**config.mk**
```make
export PLATFORM = sky130hd
export DESIGN_NAME = dir_router
export DESIGN_NICKNAME = d
export VERILOG_FILES = /design/src/common/dir_pkg.sv /design/src/logic/dir_router.sv
export SDC_FILE = /design/constraint.sdc
export NUM_CORES = 1
export LEC_CHECK = 0
export BUFFER_PORTS_ARGS = -buffer_cell sky130_fd_sc_hd__buf_2
export CORE_MARGIN = 1
export CORE_UTILIZATION = 50
export DETAILED_ROUTE_END_ITERATION = 10
export GPL_ROUTABILITY_DRIVEN = 0
export HOLD_SLACK_MARGIN = 0.03
export PLACE_DENSITY = 0.7
export SYNTH_ARGS = -nofsm -noshare
export SYNTH_HDL_FRONTEND = slang
export SYNTH_SLANG_ARGS = --single-unit
```
**constraint.sdc**
```tcl
create_clock -name core_clk -period 2.5 [get_ports core_clk]
set_input_delay 0.625 -clock core_clk [delete_from_list [all_inputs] [get_ports core_clk]]
set_output_delay 0.625 -clock core_clk [all_outputs]
set_load 0.05 [all_outputs]
```
**src/common/dir_pkg.sv**
```systemverilog
/*
 * Package for the digital input signal router: register map, reset
 * values, source selection codes and the state record of the block.
 * Assumes a 32-bit APB register bus and one core clock.
 */
package dir_pkg;

	// ****************************************************************
	// Sizes
	// ****************************************************************
	localparam int NUM_FUNC = 4;
	localparam int NUM_PIN = 9;

	// ****************************************************************
	// Register byte offsets
	// ****************************************************************
	localparam logic [7:0] OFS_CTRL = 8'h00;
	localparam logic [7:0] OFS_REMOTE = 8'h04;
	localparam logic [7:0] OFS_WARN_MASK = 8'h08;
	localparam logic [7:0] OFS_FREQ_THRESH = 8'h0c;
	localparam logic [7:0] OFS_SEL0 = 8'h10;
	localparam logic [7:0] OFS_STATUS = 8'h20;

	// ****************************************************************
	// Control and status register fields
	// ****************************************************************
	localparam int CTRL_POL_BIT = 0;
	localparam int CTRL_REMOTE_BIT = 1;
	localparam int CTRL_MULTIFUNCTION_INPUT_1_LSB = 4;
	localparam int CTRL_MULTIFUNCTION_INPUT_2_LSB = 8;
	localparam int CTRL_TERM_LSB = 12;
	localparam int STAT_FUNC_LSB = 16;
	localparam int STAT_RUN_BIT = 20;
	localparam int STAT_EN_BIT = 21;

	// ****************************************************************
	// Reset values
	// ****************************************************************
	localparam logic RST_POLARITY = 1'b1;
	localparam logic [2:0] RST_MULTIFUNCTION_INPUT_1_MODE = 3'h0;
	localparam logic [2:0] RST_MULTIFUNCTION_INPUT_2_MODE = 3'h3;
	localparam logic [2:0] RST_TERM_MODE = 3'h0;
	localparam logic [7:0] RST_SEL = 8'h07;

	// ****************************************************************
	// Mode codes
	// ****************************************************************
	localparam logic POL_LOW_ACTIVE = 1'b0;
	localparam logic POL_HIGH_ACTIVE = 1'b1;
	localparam logic [2:0] MFI_DIG_LOW = 3'h3;
	localparam logic [2:0] MFI_DIG_HIGH = 3'h4;
	localparam logic [2:0] TERM_INPUT = 3'h0;

	// ****************************************************************
	// Source selection codes
	// ****************************************************************
	localparam logic [7:0] SEL_ON = 8'h06;
	localparam logic [7:0] SEL_OFF = 8'h07;
	localparam logic [7:0] SEL_ENABLE = 8'h46;
	localparam logic [7:0] SEL_IN1 = 8'h47;
	localparam logic [7:0] SEL_IN2 = 8'h48;
	localparam logic [7:0] SEL_SHARED = 8'h49;
	localparam logic [7:0] SEL_IN4 = 8'h4a;
	localparam logic [7:0] SEL_IN5 = 8'h4b;
	localparam logic [7:0] SEL_MULTIFUNCTION_INPUT_1 = 8'h4c;
	localparam logic [7:0] SEL_MULTIFUNCTION_INPUT_2 = 8'h4d;
	localparam logic [7:0] SEL_WARN_MASK = 8'h9d;
	localparam logic [7:0] SEL_READY = 8'ha0;
	localparam logic [7:0] SEL_RUN = 8'ha1;
	localparam logic [7:0] SEL_ERROR = 8'ha2;
	localparam logic [7:0] SEL_FREQ_REACHED = 8'ha3;
	localparam logic [7:0] SEL_SET_FREQ = 8'ha4;
	localparam logic [7:0] SEL_OVERLOAD = 8'ha5;
	localparam logic [7:0] SEL_GEN_WARN = 8'ha9;

	// ****************************************************************
	// Pin index in the synchroniser vector
	// ****************************************************************
	localparam int PIN_EN_A = 0;
	localparam int PIN_EN_B = 1;
	localparam int PIN_IN1 = 2;
	localparam int PIN_IN2 = 3;
	localparam int PIN_SHARED = 4;
	localparam int PIN_IN4 = 5;
	localparam int PIN_IN5 = 6;
	localparam int PIN_MULTIFUNCTION_INPUT_1 = 7;
	localparam int PIN_MULTIFUNCTION_INPUT_2 = 8;

	// Remote value bits
	localparam int RV_ENABLE = 0;
	localparam int RV_IN1 = 1;
	localparam int RV_SHARED = 3;
	localparam int RV_MULTIFUNCTION_INPUT_1 = 6;

	// ****************************************************************
	// State record
	// ****************************************************************
	typedef struct packed {
		logic [NUM_PIN-1:0] sync1;
		logic [NUM_PIN-1:0] sync2;
		logic polarity;
		logic remote;
		logic [2:0] multifunction_input_1_mode;
		logic [2:0] multifunction_input_2_mode;
		logic [2:0] term_mode;
		logic [7:0] remote_val;
		logic [31:0] warn_mask;
		logic [15:0] freq_thresh;
		logic [NUM_FUNC-1:0][7:0] sel;
		logic [NUM_FUNC-1:0] func;
		logic drive_en;
		logic start_cw;
		logic start_ccw;
		logic run;
		logic [31:0] prdata;
		logic pslverr;
	} dir_state_t;

endpackage

```
**src/logic/dir_router.sv**
```systemverilog
/*
 * Digital input signal router: input polarity, multifunction and shared
 * terminal enables, per-function source selection, APB register file.
 * Assumes terminal pins are asynchronous, status inputs are on core_clk,
 * and an APB3 master on core_clk.
 */
`timescale 1ns/1ps

module dir_router
	import dir_pkg::*;
(
	// Clock and reset
	input wire logic core_clk,
	input wire logic rst_n,
	// APB slave
	input wire logic psel,
	input wire logic penable,
	input wire logic pwrite,
	input wire logic [7:0] paddr,
	input wire logic [31:0] pwdata,
	output logic [31:0] prdata,
	output logic pready,
	output logic pslverr,
	// Terminal pins
	input wire logic safe_enable_a,
	input wire logic safe_enable_b,
	input wire logic digital_input_1,
	input wire logic digital_input_2,
	input wire logic shared_terminal_input,
	input wire logic digital_input_4,
	input wire logic digital_input_5,
	input wire logic multifunction_input_1,
	input wire logic multifunction_input_2,
	// Drive status
	input wire logic drive_ready,
	input wire logic drive_fault,
	input wire logic freq_reached,
	input wire logic out_freq_present,
	input wire logic drive_overload,
	input wire logic critical_warning,
	input wire logic [31:0] warn_vector,
	input wire logic [15:0] stator_freq,
	// Routed control
	output logic [NUM_FUNC-1:0] func_ctrl,
	output logic drive_enable,
	output logic start_cw_cmd,
	output logic start_ccw_cmd,
	output logic run_signal
);

	dir_state_t r;
	dir_state_t next_r;
	logic [NUM_PIN-1:0] pins;
	logic std_act;
	logic in1_loc;
	logic in2_loc;
	logic shared_loc;
	logic in4_loc;
	logic in5_loc;
	logic multifunction_input_1_loc;
	logic multifunction_input_2_loc;
	logic en_loc;
	logic [7:0] src;
	logic masked_warn;
	logic above_thresh;
	logic [NUM_FUNC-1:0] routed;
	logic setup;
	logic access;
	logic [31:0] rd_val;
	logic rd_err;
	logic [7:0] sel_ofs;

	assign pins = {multifunction_input_2, multifunction_input_1,
		digital_input_5, digital_input_4, shared_terminal_input,
		digital_input_2, digital_input_1, safe_enable_b, safe_enable_a};

	// ****************************************************************
	// Input conditioning
	// ****************************************************************
	assign std_act = (r.polarity == POL_HIGH_ACTIVE);
	assign in1_loc = r.sync2[PIN_IN1] ~^ std_act;
	assign in2_loc = r.sync2[PIN_IN2] ~^ std_act;
	assign in4_loc = r.sync2[PIN_IN4] ~^ std_act;
	assign in5_loc = r.sync2[PIN_IN5] ~^ std_act;
	assign shared_loc = (r.term_mode == TERM_INPUT) &&
		(r.sync2[PIN_SHARED] ~^ std_act);
	assign multifunction_input_1_loc = (r.multifunction_input_1_mode == MFI_DIG_LOW) ? !r.sync2[PIN_MULTIFUNCTION_INPUT_1] :
		(r.multifunction_input_1_mode == MFI_DIG_HIGH) ? r.sync2[PIN_MULTIFUNCTION_INPUT_1] :
		1'b0;
	assign multifunction_input_2_loc = (r.multifunction_input_2_mode == MFI_DIG_LOW) ? !r.sync2[PIN_MULTIFUNCTION_INPUT_2] :
		(r.multifunction_input_2_mode == MFI_DIG_HIGH) ? r.sync2[PIN_MULTIFUNCTION_INPUT_2] :
		1'b0;
	assign en_loc = r.sync2[PIN_EN_A] && r.sync2[PIN_EN_B];

	// Remote mode replaces every terminal source in src; run still uses the terminal enable pair
	assign src = r.remote ? r.remote_val : {multifunction_input_2_loc, multifunction_input_1_loc,
		in5_loc, in4_loc, shared_loc, in2_loc, in1_loc,
		en_loc};

	assign masked_warn = |(warn_vector & r.warn_mask);
	assign above_thresh = stator_freq > r.freq_thresh;

	// ****************************************************************
	// Source selection per function
	// ****************************************************************
	genvar g;
	generate
		for (g = 0; g < NUM_FUNC; g++)
		begin : gen_route
			always_comb
			begin
				unique case (r.sel[g])
					SEL_ON: routed[g] = 1'b1;
					SEL_OFF: routed[g] = 1'b0;
					SEL_ENABLE: routed[g] = src[0];
					SEL_IN1: routed[g] = src[1];
					SEL_IN2: routed[g] = src[2];
					SEL_SHARED: routed[g] = src[3];
					SEL_IN4: routed[g] = src[4];
					SEL_IN5: routed[g] = src[5];
					SEL_MULTIFUNCTION_INPUT_1: routed[g] = src[6];
					SEL_MULTIFUNCTION_INPUT_2: routed[g] = src[7];
					SEL_WARN_MASK: routed[g] = masked_warn;
					SEL_READY: routed[g] = drive_ready;
					SEL_RUN: routed[g] = r.run;
					SEL_ERROR: routed[g] = drive_fault;
					SEL_FREQ_REACHED: routed[g] = freq_reached;
					SEL_SET_FREQ: routed[g] = above_thresh;
					SEL_OVERLOAD: routed[g] = drive_overload;
					SEL_GEN_WARN: routed[g] = critical_warning;
					default: routed[g] = 1'b0;
				endcase
			end
		end
	endgenerate

	// ****************************************************************
	// APB decode
	// ****************************************************************
	assign setup = psel && !penable;
	assign access = psel && penable;
	assign sel_ofs = paddr - OFS_SEL0;

	always_comb
	begin
		rd_val = 32'h0;
		rd_err = 1'b0;
		if (paddr == OFS_CTRL)
		begin
			rd_val[CTRL_POL_BIT] = r.polarity;
			rd_val[CTRL_REMOTE_BIT] = r.remote;
			rd_val[CTRL_MULTIFUNCTION_INPUT_1_LSB +: 3] = r.multifunction_input_1_mode;
			rd_val[CTRL_MULTIFUNCTION_INPUT_2_LSB +: 3] = r.multifunction_input_2_mode;
			rd_val[CTRL_TERM_LSB +: 3] = r.term_mode;
		end
		else if (paddr == OFS_REMOTE)
			rd_val[7:0] = r.remote_val;
		else if (paddr == OFS_WARN_MASK)
			rd_val = r.warn_mask;
		else if (paddr == OFS_FREQ_THRESH)
			rd_val[15:0] = r.freq_thresh;
		else if (paddr >= OFS_SEL0 && paddr < OFS_STATUS &&
			paddr[1:0] == 2'h0)
			rd_val[7:0] = r.sel[sel_ofs[3:2]];
		else if (paddr == OFS_STATUS)
		begin
			rd_val[NUM_PIN-1:0] = r.sync2;
			rd_val[STAT_FUNC_LSB +: NUM_FUNC] = r.func;
			rd_val[STAT_RUN_BIT] = r.run;
			rd_val[STAT_EN_BIT] = r.drive_en;
		end
		else
			rd_err = 1'b1;
	end

	// ****************************************************************
	// Next state
	// ****************************************************************
	always_comb
	begin
		next_r = r;
		next_r.sync1 = pins;
		next_r.sync2 = r.sync1;
		next_r.func = routed;
		next_r.drive_en = src[0];
		next_r.start_cw = routed[0] && src[0];
		next_r.start_ccw = routed[1] && src[0];
		next_r.run = en_loc && (r.func[0] || r.func[1]) &&
			out_freq_present;
		if (setup)
		begin
			next_r.prdata = pwrite ? 32'h0 : rd_val;
			next_r.pslverr = rd_err || (pwrite && paddr == OFS_STATUS);
		end
		if (access && pwrite && !r.pslverr)
		begin
			if (paddr == OFS_CTRL)
			begin
				next_r.polarity = pwdata[CTRL_POL_BIT];
				next_r.remote = pwdata[CTRL_REMOTE_BIT];
				next_r.multifunction_input_1_mode = pwdata[CTRL_MULTIFUNCTION_INPUT_1_LSB +: 3];
				next_r.multifunction_input_2_mode = pwdata[CTRL_MULTIFUNCTION_INPUT_2_LSB +: 3];
				next_r.term_mode = pwdata[CTRL_TERM_LSB +: 3];
			end
			else if (paddr == OFS_REMOTE)
				next_r.remote_val = pwdata[7:0];
			else if (paddr == OFS_WARN_MASK)
				next_r.warn_mask = pwdata;
			else if (paddr == OFS_FREQ_THRESH)
				next_r.freq_thresh = pwdata[15:0];
			else if (paddr >= OFS_SEL0 && paddr < OFS_STATUS)
				next_r.sel[sel_ofs[3:2]] = pwdata[7:0];
		end
	end

	// ****************************************************************
	// State register
	// ****************************************************************
	always_ff @(posedge core_clk)
	begin
		if (!rst_n)
		begin
			r <= '0;
			r.polarity <= RST_POLARITY;
			r.multifunction_input_1_mode <= RST_MULTIFUNCTION_INPUT_1_MODE;
			r.multifunction_input_2_mode <= RST_MULTIFUNCTION_INPUT_2_MODE;
			r.term_mode <= RST_TERM_MODE;
			r.sel <= {NUM_FUNC{RST_SEL}};
		end
		else
			r <= next_r;
	end

	assign prdata = r.prdata;
	assign pready = 1'b1;
	assign pslverr = r.pslverr && access;
	assign func_ctrl = r.func;
	assign drive_enable = r.drive_en;
	assign start_cw_cmd = r.start_cw;
	assign start_ccw_cmd = r.start_ccw;
	assign run_signal = r.run;
endmodule

```
==> reports/results.ini, run 1 <==
[status]
status=finished clean

[pwr]
power_mw=5.47
leakagePower_nw=3.97
vdd_ir_drop_max_v=0.000490
pwr_density_cell_mw_per_mm2=569

[routing]
drt_iter0_markers=1008
drt_wl_total_um=24400
drtAntennaViolNets=0
drc=0
wl_per_cell_um=18.8
routed_via_density=5.90
firstDrtPassIters=8
vias=7640

[grt]
grt_pass1_vias=6652
grt_max_degree=63
antenna_found_initial=0
track_usage_pct=29.1
grt-ovfl-total=0
grt_pass1_wl_um=36700

[die]
die-area_mm2=0.0169
fp.coreArea_mm2=0.0159
pin_count=150
rows=46
die_w_um=130
start_util_pct=51.3
die_h_um=130

[sta]
slew-limit-headroom_pct=55.3
finalHoldViolCount=0
rsz0062_at_grt=false
final.period_utilization_pct=93.4
worst_slew_pin_slew_ps=671
clock_skew_ps=8.86
finalSetupViolations=0
fin_crit_ps=2340
fin_setup_tns_ps=0
slew_viol_final=0
fmax_ghz=0.428
hold_ws_ps=395

[logic_synthesis]
syn_area_per_cell_um2=8.50
synth_nets=1087
yosysTopAreaCell=dfxtp_1
yosysTopAreaCellShare_pct=38.6
synth-edff-count=0
ys_top_cells_by_area=dfxtp_1 (39%), nand2_1 (7.3%), mux2i_1 (6.1%), a21oi_1 (4.7%), mux4_2 (3.9%)
synth_flop_cell=dfxtp_1
synth-async-reset-ratio_pct=0
ys_types=68
yosysWarningCount=0
synth_area_mm2=0.00819
ys_seq_area_share_pct=38.6
syn_inst=963
synth_seq_cells=158

[final_layout]
stdcell_area_mm2=0.00962
fin_util_pct=60.3
layout_commonest_cell=nand2_1
fillers=1420
fin_nets=1191
layout_common_cells=nand2_1 (160), dfxtp_1 (158), buf_2 (148)
area_growth_pct=17.5
diodes=0
drive_gt1_share_pct=24.5

[cts]
tritoncts=yes
cts_buffers=17
cts_sinks=158
postCtsSetupRepairBufs=0
path_clk_slew_ps=70
htree_levels=4
cts_buffer_depth=2
root_buffer=clkbuf_16
insertion_delay_ps=440

[setup_path]
cp_max_fo=10
path_delay_family=flip-flops
critPathMaxStageDelay_ps=660
setup.worst_path.start_class=register
cp_cell_sequence=xnor2_1 -> mux4_2 -> nor2_1 -> a2111oi_1 -> nor4_1 -> buf_4 -> a21oi_1
arrival_ps=2620
critical_path_buf_inv_count=1
critPathRequiredTime_ps=2790
worstSetupPathType=register to register
critPathSlowestCell=dfxtp_1
r2r_setup_slack_ps=160
crit_path_end_kind=register

[placed_design]
dpl_cell_area_mm2=0.00902
hpwl_um=17400
numPortBuffers=148

[hold_path]
hold_path.class=primary input to register

[flow_run]
cap_violations=0

-- metal layers --
layer  global-route usage, %  share of wire, %  vias up
li1                        -                 -     3610
met1                    42.2                44     3580
met2                    42.2                43      404
met3                    6.36                10       46
met4                    10.5               2.1        0
met5                       0                 0        -
-- report_power, final --
group          switching (mW)  internal (mW)
logic                   0.204          0.135
registers              0.0138           2.53
clock network            1.15           1.43
-- worst register-to-register path: stages (launching register included) --
cell and delay [ps]:
dfxtp_1 660, xnor2_1 240, mux4_2 510, nor2_1 100, a2111oi_1 60, nor4_1 360, buf_4 200, a21oi_1 60
-- final timing paths --
check / startpoint / endpoint / cells past startpoint
worst max-delay path: std_act / func_ctrl[0] / 7
worst min-delay path: multifunction_input_1 / next_r[147] / 2
worst max register to register: std_act / func_ctrl[0] / 7
worst min register to register: next_r[142] / r[142] / 1
-- stage by stage --
stage	worst slack [ps]	std cells
CTS	68.0	1296
global placement	-96.9	1264
global route	27.5	1296
floorplan	128	963
detailed placement	-170	1264
finish	165	1296
-- cell families after synthesis --
family	synth area share, %
xor+xnor	0.749
flops	38.6
buf+inv	8.04
other cells	0.0458
simple gates	22.6
fa+ha+maj	2.45
compound gates	15.6
mux	11.9
-- final cells by class --
| class | instances | area, um^2 | area share [%] |
|---|---|---|---|
| tap | 216 | 270 | 2.81 |
| clock buffer | 18 | 439 | 4.56 |
| timing repair buffer | 190 | 1120 | 11.6 |
| clock inverter | 14 | 145 | 1.51 |
| sequential | 158 | 3160 | 32.9 |
| inverter | 25 | 95.1 | 0.988 |
| multi-input combinational | 675 | 4390 | 45.6 |
-- cells in the mapped netlist, types with 8 or more instances --
master and instances:
inv_1 25, mux2_2 14, mux4_2 14, mux2i_1 50
nand2_1 160, nor2_1 72, o21ai_0 22, buf_2 16
and2_1 20, clkbuf_1 45, a21oi_1 77, buf_4 38
nand3b_1 8, nand4_1 8, a22oi_1 38, dfxtp_1 158
nand3_1 37, ha_1 16
-- sequential cells by signal (all words and copies together), names as in the netlist --
register and flops:
r 108, prdata 32, next_r 9, func_ctrl 4, drive_enable 1, run_signal 1, start_ccw_cmd 1, start_cw_cmd 1
std_act 1
-- what timing repair did --
item                                   4_1_cts  5_1_grt
hold buffers                                 0        0
endpoints found under the hold margin        0        0
setup endpoints to repair                    0        5
resized for setup                            0        3
(Power assumes the default switching activity.)
==> run 2, diff against run 1 <==
Settings changed: CORE_ASPECT_RATIO from default to 0.75, RECOVER_POWER from default to 100.
==> run 2 against run 1 <==
The flow now finishes with violations (max-capacitance violations, max-slew violations). Clock power is essentially flat. Critical path depth is the same. Cell area shrank 0.92%. Die area is essentially flat. Hold slack lost 3.1 ps. Largest cell class unchanged. Highest routed layer unchanged.
==> reports/results.ini, run 2 (synthesis gave the netlist of run 1 again) <==
[die]
start_util_pct=51.1  ; was 51.3%
die_h_um=113  ; was 130 um
die_w_um=150  ; was 130 um
rows=40  ; was 46
fp.coreArea_mm2=0.0160  ; was 0.0159 mm^2
die-area_mm2=0.0169  ; about the same
pin_count=150  ; unchanged

[grt]
antenna_found_initial=1  ; was 0
grt_pass1_wl_um=39000  ; was 36,700 um
track_usage_pct=31.3  ; was 29.1%
grt_pass1_vias=6653  ; was 6,652
grt-ovfl-total=0  ; unchanged
grt_max_degree=46  ; was 63

[cts]
cts_buffers=17  ; unchanged
postCtsSetupRepairBufs=0  ; unchanged
root_buffer=clkbuf_16  ; unchanged
cts_buffer_depth=2  ; unchanged
path_clk_slew_ps=60  ; was 70 ps
cts_sinks=158  ; unchanged
ctsHoldBuffers=0  ; unchanged
cts-resized-gates=0  ; unchanged
insertion_delay_ps=440  ; about the same
htree_levels=4  ; unchanged
tritoncts=yes  ; unchanged

[sta]
hold_ws_ps=392  ; was 395 ps
fmax_ghz=0.418  ; was 0.428 GHz
slew_viol_final=36  ; was 0
finalHoldViolCount=0  ; unchanged
final.period_utilization_pct=95.7  ; was 93.4%
fin_setup_tns_ps=0  ; unchanged
rsz0062_at_grt=false  ; unchanged
finalSetupViolations=0  ; unchanged
slew-limit-headroom_pct=-0.823  ; was 55.3%
fin_crit_ps=2390  ; was 2340 ps
clock_skew_ps=15.2  ; was 8.86 ps
worst_slew_pin_slew_ps=1510  ; was 671 ps

[hold_path]
hold_path.class=primary input to register  ; unchanged

[routing]
routed_via_density=5.99  ; was 5.90
drt_iter0_markers=1040  ; was 1,008
drc=0  ; unchanged
drt_wl_total_um=26100  ; was 24,400 um
firstDrtPassIters=6  ; was 8
wl_per_cell_um=20.1  ; was 18.8 um
vias=7763  ; was 7,640
drtAntennaViolNets=0  ; unchanged

[final_layout]
layout_common_cells=nand2_1 (160), dfxtp_1 (158), buf_2 (106)  ; was nand2_1 (160), dfxtp_1 (158), buf_2 (148)
multi_input_area_mm2=0.00436  ; was 0.00439 mm^2
regMostFlops=r  ; unchanged
fin_nets=1198  ; was 1,191
area_growth_pct=16.4  ; was 17.5%
diodes=0  ; unchanged
fillers=1489  ; was 1,420
largest_reg_flops=108  ; unchanged
layout_commonest_cell=nand2_1  ; unchanged
regArea_mm2=0.00316  ; unchanged
drive_gt1_share_pct=20.4  ; was 24.5%

[placed_design]
hpwl_um=19500  ; was 17,400 um
numPortBuffers=148  ; unchanged

[status]
failed_checks=max-capacitance violations, max-slew violations
status=finished, violations left  ; was finished clean

[setup_path]
cp_max_fo=3  ; was 10
setup.worst_path.start_class=register  ; unchanged
crit_path_end_kind=register  ; unchanged
critPathRequiredTime_ps=2850  ; was 2790 ps
arrival_ps=2740  ; was 2620 ps
worstSetupPathType=register to register  ; unchanged

[pwr]
vdd_ir_drop_max_v=0.000504  ; was 0.000490 V
leakagePower_nw=3.77  ; was 3.97 nW
pwr_density_cell_mw_per_mm2=572  ; was 569 mW/mm^2

[flow_run]
cap_violations=1  ; was 0

[run 2: cell count changes in the layout (fill, tap and decap cells not counted), moves of 3 or more]
| cell | previous run | this run |
|---|---|---|
| and2_0 | 1 | 11 |
| clkbuf_1 | 0 | 46 |
| inv_8 | 4 | 1 |
| and2_1 | 20 | 10 |
| buf_2 | 148 | 106 |
| clkbuf_2 | 0 | 6 |
[run 2: cell type report]
| cell class | count | share of cell area [%] |
|---|---|---|
| clock inverter | 12 | 1.31 |
| timing repair buffer | 197 | 11.2 |
| inverter | 25 | 0.998 |
| multi-input combinational | 675 | 45.8 |
| tap | 210 | 2.76 |
| clock buffer | 20 | 4.79 |
| sequential | 158 | 33.2 |
[run 2: layer usage]
metal | GRT usage [%] | vias up | routed length, um
met2 | 41.9 | 472 | 10400
met4 | 9.36 | 0 | 472
met5 | 0 | - | 0
met3 | 8.23 | 27 | 3250
li1 | - | 3621 | -
met1 | 47.9 | 3643 | 12000
[run 2: path summary, 6_finish.rpt]
kind / end / start / slack (ps) / depth (start not counted)
worst max register to register: func_ctrl[0] / r[129] / 110 / 7
worst max-delay path: func_ctrl[0] / r[129] / 110 / 7
worst min-delay path: next_r[143] / digital_input_2 / 390 / 2
worst min register to register: r[141] / next_r[141] / 430 / 1
[run 2: power by group]
part	internal [mW]	switching, mW	leakage (nW)	total, mW
logic	0.139	0.207	2.22	0.346
clock network	1.45	1.11	0.277	2.56
registers	2.53	0.0137	1.28	2.55
total	4.12	1.33	3.77	5.45
[run 2: per-stage QoR]
stage / utilization (%) / power, mW / cells / setup slack (ps) / area (um^2)
2_1_floorplan: - / 2.76 / 963 / 128 / 8190
3_3_place_gp: 56.6 / 2.94 / 1265 / -56.2 / 9070
3_5_place_dp: 56.6 / 2.94 / 1265 / -138 / 9070
4_1_cts: 60.3 / 5.47 / 1297 / 159 / 9650
5_1_grt: 59.5 / 5.61 / 1297 / 23.1 / 9530
6_report: 59.5 / 5.45 / 1297 / 107 / 9530
[run 2: worst max-delay path, stage by stage, from the launching register on]
cell	delay (ps)
dfxtp_1	330
or4_1	590
o21ai_0	240
o21ai_0	150
a2111oi_0	550
nor4_1	150
buf_4	170
a21oi_1	130
